File: src/rtl/mdio_pkg.sv
package mdio_pkg;
	// system clock and prescaled ticks
	localparam int CLK_HZ = 10000000;
	localparam int MS_PER_S = 1000;
	localparam int TICK_MS_CYCLES = CLK_HZ / MS_PER_S;
	localparam int TICK_S_MS = 1000;
	localparam int MS_CNT_W = 14;
	localparam int S_CNT_W = 10;
	// debounce 0.000 .. 1.000 s in ms
	localparam int DEB_W = 10;
	localparam logic [DEB_W-1:0] DEB_MAX_MS = 10'h3E8;
	// force-on duration 0 .. 2,000,000 s
	localparam int DUR_W = 21;
	localparam logic [DUR_W-1:0] DUR_MAX_S = 21'h1E8480;
	localparam int CNT_W = 32;
	// ac presence: on if a change was seen within this many ms
	localparam logic [7:0] AC_HOLD_MS = 8'h28;
	localparam int NUM_IN = 4;

	typedef enum logic [1:0] {
		MDIO_MODE_PULSE = 2'h0,
		MDIO_MODE_TRANS = 2'h1,
		MDIO_MODE_AC = 2'h3,
		MDIO_MODE_TIME = 2'h2
	} mdio_mode_e;

	typedef enum logic [1:0] {
		MDIO_OUT_SOURCE = 2'h0,
		MDIO_OUT_FON = 2'h1,
		MDIO_OUT_LATCH = 2'h3,
		MDIO_OUT_FOFF = 2'h2
	} mdio_ostate_e;
endpackage

File: src/rtl/mdio_in_chan.sv
`timescale 1ns/1ps
module mdio_in_chan #(
	parameter bit ON_BASE = 1'b1
) (
	// clock and reset
	input wire logic clock,
	input wire logic resetn,
	input wire logic tick_ms,
	// configuration
	input wire logic invert,
	input wire logic [mdio_pkg::DEB_W-1:0] debounce_ms,
	input wire mdio_pkg::mdio_mode_e mode,
	input wire logic clock_uses_time,
	input wire logic count_clear,
	// port
	input wire logic port_in,
	// results
	output logic state,
	output logic [mdio_pkg::CNT_W-1:0] count,
	output logic time_code,
	output logic mode_rejected
);
	logic stable_q, stable_d;
	logic [mdio_pkg::DEB_W-1:0] held_q, held_d;
	logic half_q, half_d;
	logic [mdio_pkg::CNT_W-1:0] cnt_q, cnt_d;
	logic [7:0] ac_q, ac_d;
	logic state_q, state_d;
	logic tc_q, tc_d;
	logic rej_q, rej_d;
	logic lvl;
	logic accept;

	always_comb begin
		lvl = port_in ^ invert;
		accept = 1'b0;
		held_d = held_q;
		stable_d = stable_q;
		if (lvl == stable_q) begin
			held_d = '0;
		end else if (debounce_ms == '0 || held_q > debounce_ms) begin
			// one tick more than set: the first tick may fall right after the change
			accept = 1'b1;
			stable_d = lvl;
			held_d = '0;
		end else if (tick_ms) begin
			held_d = held_q + 1'b1;
		end
		rej_d = (mode == mdio_pkg::MDIO_MODE_TIME) && !ON_BASE;
		half_d = half_q;
		cnt_d = cnt_q;
		ac_d = ac_q;
		state_d = stable_q;
		tc_d = 1'b0;
		case (mode)
			mdio_pkg::MDIO_MODE_PULSE: begin
				if (accept && lvl) begin
					half_d = 1'b1;
				end else if (accept && half_q) begin
					half_d = 1'b0;
					cnt_d = cnt_q + 1'b1;
				end
			end
			mdio_pkg::MDIO_MODE_TRANS: begin
				if (accept) begin
					cnt_d = cnt_q + 1'b1;
				end
			end
			mdio_pkg::MDIO_MODE_AC: begin
				if (accept) begin
					ac_d = mdio_pkg::AC_HOLD_MS;
				end else if (tick_ms && ac_q != '0) begin
					ac_d = ac_q - 1'b1;
				end
				state_d = (ac_d != '0);
			end
			mdio_pkg::MDIO_MODE_TIME: begin
				// decoding lives elsewhere; only a qualified level is handed on
				tc_d = ON_BASE && clock_uses_time && stable_q;
			end
			default: begin
				state_d = stable_q;
			end
		endcase
		if (count_clear) begin
			cnt_d = '0;
			// a rise accepted in the same cycle survives the clear
			half_d = half_d & ~half_q;
		end
	end

	always_ff @(posedge clock or negedge resetn) begin
		if (!resetn) begin
			stable_q <= 1'b0;
			held_q <= '0;
			half_q <= 1'b0;
			cnt_q <= '0;
			ac_q <= '0;
			state_q <= 1'b0;
			tc_q <= 1'b0;
			rej_q <= 1'b0;
		end else begin
			stable_q <= stable_d;
			held_q <= held_d;
			half_q <= half_d;
			cnt_q <= cnt_d;
			ac_q <= ac_d;
			state_q <= state_d;
			tc_q <= tc_d;
			rej_q <= rej_d;
		end
	end

	assign state = state_q;
	assign count = cnt_q;
	assign time_code = tc_q;
	assign mode_rejected = rej_q;
endmodule

File: src/rtl/mdio_top.sv
`timescale 1ns/1ps
module mdio_top (
	// clock and reset
	input wire logic clock,
	input wire logic resetn,
	// input ports and their configuration
	input wire logic [mdio_pkg::NUM_IN-1:0] in_port,
	input wire logic [mdio_pkg::NUM_IN-1:0] in_invert,
	input wire logic [mdio_pkg::NUM_IN*mdio_pkg::DEB_W-1:0] in_debounce_ms,
	input wire logic [mdio_pkg::NUM_IN*2-1:0] in_mode,
	input wire logic [mdio_pkg::NUM_IN-1:0] in_on_base,
	input wire logic [mdio_pkg::NUM_IN-1:0] in_count_clear,
	input wire logic clock_uses_time,
	// input results
	output logic [mdio_pkg::NUM_IN-1:0] in_state,
	output logic [mdio_pkg::NUM_IN*mdio_pkg::CNT_W-1:0] in_count,
	output logic [mdio_pkg::NUM_IN-1:0] in_time_code,
	output logic [mdio_pkg::NUM_IN-1:0] in_mode_rejected,
	// output control
	input wire logic source_linked,
	input wire logic source_value,
	input wire logic force_on,
	input wire logic force_off,
	input wire logic normal,
	input wire logic out_invert,
	input wire logic [mdio_pkg::DUR_W-1:0] force_on_duration,
	// output port and status
	output logic out_port,
	output logic out_state,
	output logic out_forced
);
	logic [mdio_pkg::MS_CNT_W-1:0] pre_q, pre_d;
	logic [mdio_pkg::S_CNT_W-1:0] msc_q, msc_d;
	logic tick_ms_q, tick_ms_d;
	logic tick_s_q, tick_s_d;
	mdio_pkg::mdio_ostate_e os_q, os_d;
	logic [mdio_pkg::DUR_W-1:0] dur_q, dur_d;
	logic [mdio_pkg::DUR_W-1:0] rem_q, rem_d;
	logic port_q, port_d;
	logic st_q, st_d;
	logic frc_q, frc_d;
	logic [mdio_pkg::NUM_IN-1:0] st_w, tc_w, rej_w;
	logic [mdio_pkg::NUM_IN*mdio_pkg::CNT_W-1:0] cnt_w;
	logic [mdio_pkg::NUM_IN-1:0] st_oq, tc_oq, rej_oq;
	logic [mdio_pkg::NUM_IN*mdio_pkg::CNT_W-1:0] cnt_oq;

	// a zero duration selects latch-on and unlocks force-off and normal
	function automatic logic dur_zero(input logic [mdio_pkg::DUR_W-1:0] d);
		return d == '0;
	endfunction

	function automatic logic [1:0] mode_sel(input logic [mdio_pkg::NUM_IN*2-1:0] m, input int i);
		return m[2*i +: 2];
	endfunction

	// settings above range clip to the top of the range
	function automatic logic [mdio_pkg::DUR_W-1:0] dur_clip(input logic [mdio_pkg::DUR_W-1:0] d);
		return (d > mdio_pkg::DUR_MAX_S) ? mdio_pkg::DUR_MAX_S : d;
	endfunction

	// prescaler: 1 ms and 1 s enables
	always_comb begin
		pre_d = pre_q + 1'b1;
		msc_d = msc_q;
		tick_ms_d = 1'b0;
		tick_s_d = 1'b0;
		if (pre_q == mdio_pkg::MS_CNT_W'(mdio_pkg::TICK_MS_CYCLES - 1)) begin
			pre_d = '0;
			tick_ms_d = 1'b1;
			msc_d = msc_q + 1'b1;
			if (msc_q == mdio_pkg::S_CNT_W'(mdio_pkg::TICK_S_MS - 1)) begin
				msc_d = '0;
				tick_s_d = 1'b1;
			end
		end
	end

	always_ff @(posedge clock or negedge resetn) begin
		if (!resetn) begin
			pre_q <= '0;
			msc_q <= '0;
			tick_ms_q <= 1'b0;
			tick_s_q <= 1'b0;
		end else begin
			pre_q <= pre_d;
			msc_q <= msc_d;
			tick_ms_q <= tick_ms_d;
			tick_s_q <= tick_s_d;
		end
	end

	for (genvar i = 0; i < mdio_pkg::NUM_IN; i++) begin : g_in
		logic [mdio_pkg::DEB_W-1:0] deb;
		always_comb begin
			deb = in_debounce_ms[i*mdio_pkg::DEB_W +: mdio_pkg::DEB_W];
			// out-of-range settings clip to one second
			if (deb > mdio_pkg::DEB_MAX_MS) begin
				deb = mdio_pkg::DEB_MAX_MS;
			end
		end
		mdio_in_chan #(.ON_BASE(1'b1)) u_chan (
			.clock(clock),
			.resetn(resetn),
			.tick_ms(tick_ms_q),
			.invert(in_invert[i]),
			.debounce_ms(deb),
			.mode(mdio_pkg::mdio_mode_e'(mode_sel(in_mode, i))),
			.clock_uses_time(clock_uses_time & in_on_base[i]),
			.count_clear(in_count_clear[i]),
			.port_in(in_port[i]),
			.state(st_w[i]),
			.count(cnt_w[i*mdio_pkg::CNT_W +: mdio_pkg::CNT_W]),
			.time_code(tc_w[i]),
			.mode_rejected()
		);
		// rejection of option-module inputs uses the per-port base flag
		assign rej_w[i] = (mode_sel(in_mode, i) == 2'(mdio_pkg::MDIO_MODE_TIME)) && !in_on_base[i];
	end

	// output stage
	always_comb begin
		os_d = os_q;
		rem_d = rem_q;
		dur_d = dur_clip(force_on_duration);
		if (force_on) begin
			if (dur_zero(dur_q)) begin
				os_d = mdio_pkg::MDIO_OUT_LATCH;
			end else begin
				os_d = mdio_pkg::MDIO_OUT_FON;
				rem_d = dur_q;
			end
		end else if (dur_zero(dur_q) && force_off) begin
			os_d = mdio_pkg::MDIO_OUT_FOFF;
		end else if (dur_zero(dur_q) && normal && (os_q == mdio_pkg::MDIO_OUT_LATCH
				|| os_q == mdio_pkg::MDIO_OUT_FON)) begin
			// force-off is left only by the next force-on
			os_d = mdio_pkg::MDIO_OUT_SOURCE;
		end else if (os_q == mdio_pkg::MDIO_OUT_FON && tick_s_q) begin
			// free-running tick: the first second may be short
			if (rem_q <= mdio_pkg::DUR_W'(1)) begin
				os_d = mdio_pkg::MDIO_OUT_SOURCE;
				rem_d = '0;
			end else begin
				rem_d = rem_q - 1'b1;
			end
		end
		case (os_q)
			mdio_pkg::MDIO_OUT_SOURCE: begin
				// unlinked output keeps off until forced
				st_d = source_linked ? source_value : 1'b0;
			end
			mdio_pkg::MDIO_OUT_FON: begin
				st_d = 1'b1;
			end
			mdio_pkg::MDIO_OUT_LATCH: begin
				st_d = 1'b1;
			end
			mdio_pkg::MDIO_OUT_FOFF: begin
				st_d = 1'b0;
			end
			default: begin
				st_d = 1'b0;
			end
		endcase
		frc_d = (os_q != mdio_pkg::MDIO_OUT_SOURCE);
		port_d = st_d ^ out_invert;
	end

	always_ff @(posedge clock or negedge resetn) begin
		if (!resetn) begin
			os_q <= mdio_pkg::MDIO_OUT_SOURCE;
			dur_q <= '0;
			rem_q <= '0;
			st_q <= 1'b0;
			port_q <= 1'b0;
			frc_q <= 1'b0;
		end else begin
			os_q <= os_d;
			dur_q <= dur_d;
			rem_q <= rem_d;
			st_q <= st_d;
			port_q <= port_d;
			frc_q <= frc_d;
		end
	end

	// input results registered so every top output leaves a flip-flop
	always_ff @(posedge clock or negedge resetn) begin
		if (!resetn) begin
			st_oq <= '0;
			cnt_oq <= '0;
			tc_oq <= '0;
			rej_oq <= '0;
		end else begin
			st_oq <= st_w;
			cnt_oq <= cnt_w;
			tc_oq <= tc_w;
			rej_oq <= rej_w;
		end
	end

	assign out_port = port_q;
	assign out_state = st_q;
	assign out_forced = frc_q;
	assign in_state = st_oq;
	assign in_count = cnt_oq;
	assign in_time_code = tc_oq;
	assign in_mode_rejected = rej_oq;
endmodule

File: config.mk
export PLATFORM = sky130hd
export DESIGN_NAME = mdio_top
export DESIGN_NICKNAME = d
export VERILOG_FILES = /design/src/rtl/mdio_pkg.sv /design/src/rtl/mdio_in_chan.sv /design/src/rtl/mdio_top.sv
export SDC_FILE = /design/constraint.sdc
export NUM_CORES = 1
export LEC_CHECK = 0
export BUFFER_PORTS_ARGS = -buffer_cell sky130_fd_sc_hd__buf_2
export CELL_PAD_IN_SITES_DETAIL_PLACEMENT = 0
export CELL_PAD_IN_SITES_GLOBAL_PLACEMENT = 1
export CORE_MARGIN = 10
export CORE_UTILIZATION = 41
export DETAILED_ROUTE_END_ITERATION = 10
export PLACE_DENSITY = 0.82
export SLEW_MARGIN = 0
export SYNTH_ARGS = -nofsm -noshare
export SYNTH_HDL_FRONTEND = slang
export SYNTH_SLANG_ARGS = --single-unit
File: constraint.sdc
create_clock -name clock -period 2.7 [get_ports clock]
set_clock_uncertainty 0.15 [all_clocks]
set_input_delay 0.27 -clock clock [delete_from_list [all_inputs] [get_ports clock]]
set_output_delay 0.27 -clock clock [all_outputs]
set_load 0.02 [all_outputs]
==> results of run 1 <==
-- state kept, by name, indices dropped and copies added (netlist names) --
| register | flops |
|---|---|
| dur_q | 21 |
| g_in.u_chan.ac_q | 32 |
| g_in.u_chan.count | 128 |
| g_in.u_chan.half_q | 4 |
| g_in.u_chan.held_q | 40 |
| g_in.u_chan.stable_q | 4 |
| g_in.u_chan.state | 4 |
| g_in.u_chan.time_code | 4 |
| in_count | 128 |
| in_mode_rejected | 4 |
| in_state | 4 |
| in_time_code | 4 |
| msc_q | 10 |
| os_q | 2 |
| out_forced | 1 |
| out_port | 1 |
| out_state | 1 |
| pre_q | 14 |
| rem_q | 21 |
| tick_ms_q | 1 |
| tick_s_q | 1 |
-- through the flow --
step / utilization / hold WS, ns
after global routing: 0.556 / 0.0434
final: 0.556 / 0.0334
after CTS: 0.532 / 0.00207
after detailed placement: 0.479 / 0.138
after floorplan: - / -0.176
after global placement: 0.479 / 0.133
-- what timing repair did --
action	CTS	global route
endpoints found under the setup margin	80	141
pin swaps	30	98
hold buffers	57	0
cloned	2	14
resized for setup	38	148
setup buffers	12	18
endpoints found under the hold margin	185	0
-- cell usage after synthesis, drive strengths merged, types with 7 or more instances --
master,instances,share of area
nor3,46,0.011
a221o,8,0.0039
o21a,12,0.0044
inv,69,0.013
xnor2,25,0.011
mux2,8,0.0044
o21ai,99,0.024
and4,14,0.0060
dfrtp,429,0.53
a21oi,154,0.038
nor4,31,0.011
nor2b,17,0.0052
mux2i,7,0.0035
or3,53,0.017
xor2,46,0.020
nand4,48,0.015
ha,60,0.037
nand2b,18,0.0056
o31ai,84,0.031
buf,26,0.0065
or4,94,0.035
a21o,19,0.0070
clkbuf,69,0.014
or2,9,0.0028
and2,35,0.011
o22ai,9,0.0028
o211ai,14,0.0052
nor2,149,0.028
nand3,92,0.023
and3,37,0.011
nand2,155,0.029
-- power by group through the flow --
stage / combinational (mW) / clock [mW] / sequential [mW]
after floorplan: 0.639 / 0 / 6.82
after global placement: 1.20 / 0 / 6.83
after detailed placement: 1.23 / 0 / 6.84
after CTS: 1.33 / 7.17 / 6.72
after global routing: 1.56 / 7.45 / 6.74
final: 1.41 / 6.98 / 6.72
-- cell families (layout without fill, tap and decap cells) --
| group | count (synthesis) | count (layout) |
|---|---|---|
| mux | 15 | 15 |
| compound gates | 462 | 462 |
| simple gates | 815 | 816 |
| buf+inv | 164 | 658 |
| flops | 429 | 429 |
| xor+xnor | 71 | 71 |
| fa+ha+maj | 60 | 60 |
| other cells | 0 | 4 |
-- critical path: cells and delay by family (launching register included) --
family / cells / cell delay [ns]
AND/OR/NAND/NOR: 1 / 0.12
flip-flops: 1 / 0.41
AO/OA/AOI/OAI: 6 / 1.32
adder cells (fa/ha/maj): 1 / 0.25
buffers and inverters: 3 / 0.43
-- per-layer routing --
metal	vias to the layer above	wire, µm
met2	363	28500
met4	4	1350
met1	8766	24000
met3	98	2460
met5	-	40
li1	8323	-
-- worst paths after layout --
check,to,slack (ns),start,depth (start not counted)
hold / removal,g_in[0].u_chan.count[3]$_DFFE_PN0P_,0.03,in_count_clear[0],2
min in group asynchronous,in_count[112]$_DFF_PN0_,0.09,resetn,2
setup / recovery,g_in[2].u_chan.count[10]$_DFFE_PN0P_,-0.12,g_in[2].u_chan.held_q[3]$_DFFE_PN0P_,11
setup reg to reg,g_in[2].u_chan.count[10]$_DFFE_PN0P_,-0.12,g_in[2].u_chan.held_q[3]$_DFFE_PN0P_,11
max in group asynchronous,in_mode_rejected[0]$_DFF_PN0_,1.45,resetn,3
hold reg to reg,in_time_code[2]$_DFF_PN0_,0.20,g_in[2].u_chan.time_code$_DFF_PN0_,0
-- placed cells by master, fill, tap and decap left out, types with 50 or more instances in the layout --
cell type / instances
nand2_1: 151
or4_1: 69
or3_1: 50
o21ai_0: 86
nor2_1: 137
buf_2: 232
clkbuf_16: 59
buf_4: 165
o31ai_1: 52
dlygate4sd3_1: 57
a21oi_1: 127
nand3_1: 89
dfrtp_1: 429
inv_1: 65
ha_1: 53
-- layout make-up --
type	instances	area (µm²)	share of cell area
sequential	429	10700	0.394
multi-input combinational	1424	9880	0.363
timing repair buffer	500	3800	0.139
clock buffer	56	1310	0.0482
tap	664	831	0.0305
clock inverter	33	398	0.0146
inverter	69	274	0.0101
antenna	4	10.0	0.000367
==> results by group, run 1 <==
Cells and area
  – Post-route cell area: between 20000 and 30000 µm²
  – Layout cells sized above 1: 0.284
  – Fillers: 4088
  – Layout area overhead: 34.3%
  – Fin nets: 2626
  – Post-route insts no fill: between 3000 and 4000

Power
  – Leak: ~12 nW
  – Sequential power share: 0.445
  – Internal: roughly 11 mW
  – Switching power: between 3 and 4 mW
  – Switching Share: 0.258
  – P per Cell Area: 555 nW/µm²
  – Power share of the combinational group: 0.093
  – Clock power frac: 0.462
  – Tot Pwr: between 15 and 20 mW
  – IR drop worst, VDD: around 0.00047 V

Synth
  – Post-synth EDFFs: 0
  – Top_reg_cell synth: dfrtp_1
  – Compound-Gate Fraction of Synth Area: 0.144
  – Seq/Total Area, Yosys: 0.529
  – Post-synthesis mux area share: 0.00789
  – Synth Area in Simple Gates: 0.217
  – Mean Syn Cell Area: approximately 10 µm²
  – Main combinational cell family by area after synthesis: simple AND/OR/NAND/NOR gates
  – Fraction of registers with async set/reset: 1.00
  – Synth cell types: between 80 and 90
  – Mapped Nets: around 2200
  – Post-Synth Adder-Cell Area: 0.0370
  – XOR/XNOR Fraction of Synth Area: 0.0306
  – Syn Std Cell Area: 20300 µm²
  – Cells after synthesis: ~2000
  – Synth Warn #: 0
  – FF+latch count, synth: roughly 430

CTS
  – TritonCTS buffer count: 48
  – H-Tree Depth: 2
  – CTS sink count: between 400 and 500
  – CTS clk-pin slew, worst paths: 0.06 ns
  – Root buf cell: clkbuf_16
  – TritonCTS clock tree: done
  – Clk_lat worst skew: 0.60 ns
  – Bufs on Longest Clock Path: 3

GRT
  – Grt total ovfl: 0
  – Met2 Usage GRT: 0.312
  – Met1 Use GR: 0.230
  – Global-route wire length before repair: between 90 and 100 mm
  – Busiest grt layer: met2
  – Largest net degree at the start of global routing: 77
  – Initial antenna violation count: 6
  – Vias in the first global route: approximately 17000
  – Gr usage total: 0.183
  – Grt met3 use: 0.0319

Detailed routing
  – Post-DRT Antenna Nets: 0
  – Vias per cell: 5.52
  – Final WL: 56.3 mm
  – WL/cell: 17.7 µm
  – Via count: roughly 18000
  – Drt initial violations: between 1000 and 1500
  – TritonRoute pass-1 iters: 6
  – Drt drc: 0

Placed design
  – Final Wtd Congestion: 0.870
  – Place WS: -0.813 ns
  – DP HPWL: between 30 and 40 mm
  – Post-Place Cell Area: between 20000 and 25000 µm²
  – Port bufs: roughly 240
  – Cells after DPL: just under 3000

Min path
  – Hold Crit Class: primary input to flop

Timing
  – Final setup viols: 69
  – Endpoints failing hold: 0
  – Period utilization: 1.05
  – Worst Tran Pin Value: around 1.0 ns
  – Fin Setup TNS: -4.47 ns
  – Unrepaired setup endpoints after global routing: yes
  – Minimum clock period after layout: about 2.8 ns
  – Max Fclk: between 300 and 400 MHz
  – Setup ws final: -0.123 ns
  – Slew margin rel.: 0.307
  – Slew Limit Fails: 0

Outcome
  – Failing checks: negative setup slack
  – Status: finished with violations

Floorplan
  – DIE WIDTH: 242 µm
  – FP Rows: between 80 and 90
  – Die Ht: approximately 240 µm
  – Number of I/O pins: around 240
  – Die Area: approximately 59000 µm²
  – Initial core utilization: 0.414
  – Core outline area: about 50000 µm²

Setup path
  – Crit-path max cell delay: between 0.4 and 0.5 ns
  – Worst setup EP type: flop
  – Worst Path Max Fanout: 4
  – WS Path Type: flop to flop
  – Critical path required time: around 3 ns
  – Crit path launch type: flop
  – CP max stage cell: dfrtp_1
  – CP cell instances: ha_4, a21o_1, a21o_1, a221o_1, a221o_1, a32oi_4, buf_4, clkbuf_16, buf_8, or4_1, a21oi_1
  – Crit path DAT: 3.12 ns

Flow run
  – Max cap viols: 0
Note: power is estimated with default switching activity, not from simulation.
==> run 2: changes to the inputs <==
- BUFFER_PORTS_ARGS: -buffer_cell sky130_fd_sc_hd__buf_2 -> unset
- CORE_UTILIZATION: 41 -> 54
- DONT_BUFFER_PORTS: unset -> 1
- PLACE_DENSITY: 0.82 -> 0.91
- clock period: 2.7 -> 3.4 ns (I/O delays scaled with it)
==> run 2 against run 1 <==
Compared with the run above: the flow finishes with violations (negative hold slack); utilization increased by 7.3 points; critical endpoint is now g_in[2].u_chan.count[5]$_DFFE_PN0P_; largest cell class unchanged; largest power group is now registers; die area decreased by 22%; non-clock buffer count decreased by 399; total power decreased by 25%; clock-buffer cell count increased by 11; critical path depth unchanged; final area decreased by 15%; sequential cell count unchanged; combinational power decreased by 53%; clock power decreased by 24%; cell count decreased by 18%.
==> results by group, run 2 (same netlist as run 1, synthesis figures left out) <==
Outcome
  – Status: finished with violations
  – Failing checks: negative hold slack

Detailed routing
  – Post-DRT Antenna Nets: 0 (unchanged)
  – Via count: 15900 (-9.5%)
  – TritonRoute pass-1 iters: 5 (-1)
  – Vias per cell: 6.09 (+10%)
  – WL/cell: 18.6 µm (+4.8%)
  – Final WL: 48.5 mm (-14%)
  – Drt drc: 0 (unchanged)
  – Drt initial violations: 1420 (+19%)

Power
  – P per Cell Area: 488 nW/µm² (-12%)
  – IR drop worst, VDD: 0.000420 V (-11%)
  – Switching Share: 0.230 (-0.0282)
  – Clock power frac: 0.467 (+0.005)
  – Sequential power share: 0.475 (+0.030)
  – Tot Pwr: 11.3 mW (-25%)
  – Leak: 10.1 nW (-18%)
  – Switching power: 2.61 mW (-33%)
  – Power share of the combinational group: 0.059 (-0.034)
  – Internal: 8.74 mW (-22%)

Timing
  – Unrepaired setup endpoints after global routing: no
  – Slew Limit Fails: 0 (unchanged)
  – Period utilization: 0.955 (-0.0909)
  – Slew margin rel.: 0.332 (+0.0252)
  – Endpoints failing hold: 429 (+429)
  – Final setup viols: 0 (-100%)
  – Max Fclk: 308 MHz (-13%)
  – Fin Hold WS: -0.681 ns (-0.714 ns)
  – Worst Tran Pin Value: 1.00 ns (-0.0304 ns)
  – Minimum clock period after layout: 3.25 ns (+0.423 ns)

CTS
  – Clk_lat worst skew: 0.56 ns (-0.04 ns)
  – Root buf cell: clkbuf_16
  – CTS clk-pin slew, worst paths: 0.06 ns (about the same)
  – H-Tree Depth: 2 (unchanged)
  – TritonCTS clock tree: done
  – TritonCTS buffer count: 46 (-4.2%)
  – # hold bufs at CTS: 58 (+1.8%)
  – CTS sink count: 429 (unchanged)
  – Bufs on Longest Clock Path: 3 (unchanged)

Cells and area
  – Layout cells sized above 1: 0.0783 (-0.205)
  – Multi-input gate area: 8920 µm² (-9.7%)
  – Fillers: 2908 (-29%)
  – Layout area overhead: 14.4%
  – Post-layout util: 0.630 (+0.0733)
  – FF+latch area: 10700 µm² (about the same)
  – Post-route cell area: 23200 µm² (-15%)
  – Commonest non-fill, non-tap cell in the layout: dfrtp_1
  – Fin nets: 2224 (-15%)
  – Ant diodes: 0 (-4)
  – Most frequent cells in the layout: dfrtp_1, nand2_1, a21oi_1, nor2_1, o21ai_0

Placed design
  – DP HPWL: 31.1 mm (-16%)
  – Post-Place Cell Area: 20900 µm² (-11%)
  – Final Wtd Congestion: 0.840 (-3.5%)
  – Port bufs: 0 (-100%)

Min path
  – Hold Crit Class: primary input to asynchronous set/reset pin

Floorplan
  – DIE WIDTH: 214 µm (-12%)
  – Die Ht: 214 µm (-12%)
  – FP Rows: 70 (-14%)
  – Number of I/O pins: 237 (unchanged)
  – Die Area: 45700 µm² (-22%)
  – Initial core utilization: 0.550 (+0.136)
  – Core outline area: 36900 µm² (-25%)

Setup path
  – Worst R2R Start: g_in[2].u_chan.held_q[3]$_DFFE_PN0P_
  – RR Endpoint: g_in[2].u_chan.count[5]$_DFFE_PN0P_
  – Worst setup EP type: flop
  – Crit path launch type: flop
  – Worst Path Max Fanout: 26 (+22)
  – Critical path required time: 3.68 ns (+0.68 ns)
  – Register-to-register setup slack: 0.15 ns (+0.28 ns)
  – R2R cell count: 11 (unchanged)
  – WS Path Type: flop to flop
  – Crit path DAT: 3.53 ns (+0.41 ns)

GRT
  – Grt total ovfl: 0 (unchanged)
  – Largest net degree at the start of global routing: 430 (+460%)
  – Global-route wire length before repair: 80.9 mm (-11%)
  – Gr usage total: 0.212 (+0.0288)
  – Initial antenna violation count: 0 (-6)
  – Vias in the first global route: 15900 (-9.0%)

Flow run
  – Max cap viols: 0 (unchanged)
[run 2: cell types whose count changed in the layout (fill, tap and decap cells not counted), moves of 11 or more]
| cell | previous run | this run |
|---|---|---|
| a21oi_1 | 127 | 153 |
| o31ai_4 | 20 | 0 |
| or4_1 | 69 | 92 |
| nor2_1 | 137 | 148 |
| buf_6 | 15 | 1 |
| o31ai_2 | 12 | 0 |
| a21oi_2 | 27 | 1 |
| buf_2 | 232 | 0 |
| clkinvlp_4 | 15 | 1 |
| clkbuf_16 | 59 | 47 |
| buf_4 | 165 | 34 |
| o31ai_1 | 52 | 84 |
| or4_4 | 25 | 2 |
[run 2: layout make-up]
cell class,instances,share of cell area
Clock buffer,67,0.0591
Clock inverter,18,0.0111
Inverter,69,0.0112
Multi-Input combinational cell,1423,0.384
Sequential cell,429,0.462
Tap cell,504,0.0272
Timing Repair Buffer,101,0.0451
[run 2: power groups by stage]
stage | combinational, mW | clock, mW | sequential (mW)
floorplan | 0.474 | 0 | 5.41
global route | 0.748 | 5.63 | 5.40
detailed placement | 0.556 | 0 | 5.48
global placement | 0.539 | 0 | 5.47
CTS | 0.660 | 5.41 | 5.39
finish | 0.663 | 5.29 | 5.38
[run 2: critical path, cell delays in order (launching register included)]
cell           delay [ns]
dfrtp_2              0.43
ha_1                 0.31
a21o_1               0.18
a21o_1               0.17
a221o_1              0.34
a221o_1              0.33
a32oi_4              0.20
buf_12               0.14
buf_12               0.14
or4_1                0.12
a21oi_1              0.06
dlygate4sd3_1        0.55
[run 2: worst max-delay path by stage]
stage          slack, ns  cells past startpoint                                 start                                   end
2_1_floorplan       0.09                     15                    in_debounce_ms[28]    g_in[2].u_chan.ac_q[3]$_DFFE_PN0N_
3_3_place_gp       -0.04                     14                    in_debounce_ms[37]  g_in[3].u_chan.count[19]$_DFFE_PN0P_
3_5_place_dp       -0.13                     14                    in_debounce_ms[37]  g_in[3].u_chan.count[17]$_DFFE_PN0P_
4_1_cts             0.03                     11  g_in[2].u_chan.held_q[3]$_DFFE_PN0P_   g_in[2].u_chan.count[5]$_DFFE_PN0P_
5_1_grt             0.03                     11  g_in[2].u_chan.held_q[3]$_DFFE_PN0P_   g_in[2].u_chan.count[5]$_DFFE_PN0P_
6_report            0.15                     11  g_in[2].u_chan.held_q[3]$_DFFE_PN0P_   g_in[2].u_chan.count[5]$_DFFE_PN0P_
[run 2: routing by layer]
| layer | vias to the layer above | part of all wire | global-route usage |
|---|---|---|---|
| li1 | 7516 | - | - |
| met1 | 7885 | 0.42 | 0.269 |
| met2 | 402 | 0.50 | 0.359 |
| met3 | 91 | 0.049 | 0.0333 |
| met4 | 0 | 0.029 | 0.0775 |
| met5 | - | 0 | 0 |
[run 2: through the flow]
| stage | worst slack [ns] | TNS, ns | std cells |
|---|---|---|---|
| finish | 0.154 | 0 | 2611 |
| global route | 0.0320 | 0 | 2611 |
| CTS | 0.0309 | 0 | 2608 |
| detailed placement | -0.133 | -2.02 | 2465 |
| global placement | -0.0388 | -0.733 | 2465 |
| floorplan | 0.0896 | 0 | 2016 |
[run 2: timing repair]
item,CTS,global route
endpoints found under the setup margin,0,2
gates resized for setup,0,3
setup buffers,0,3
endpoints found under the hold margin,625,429
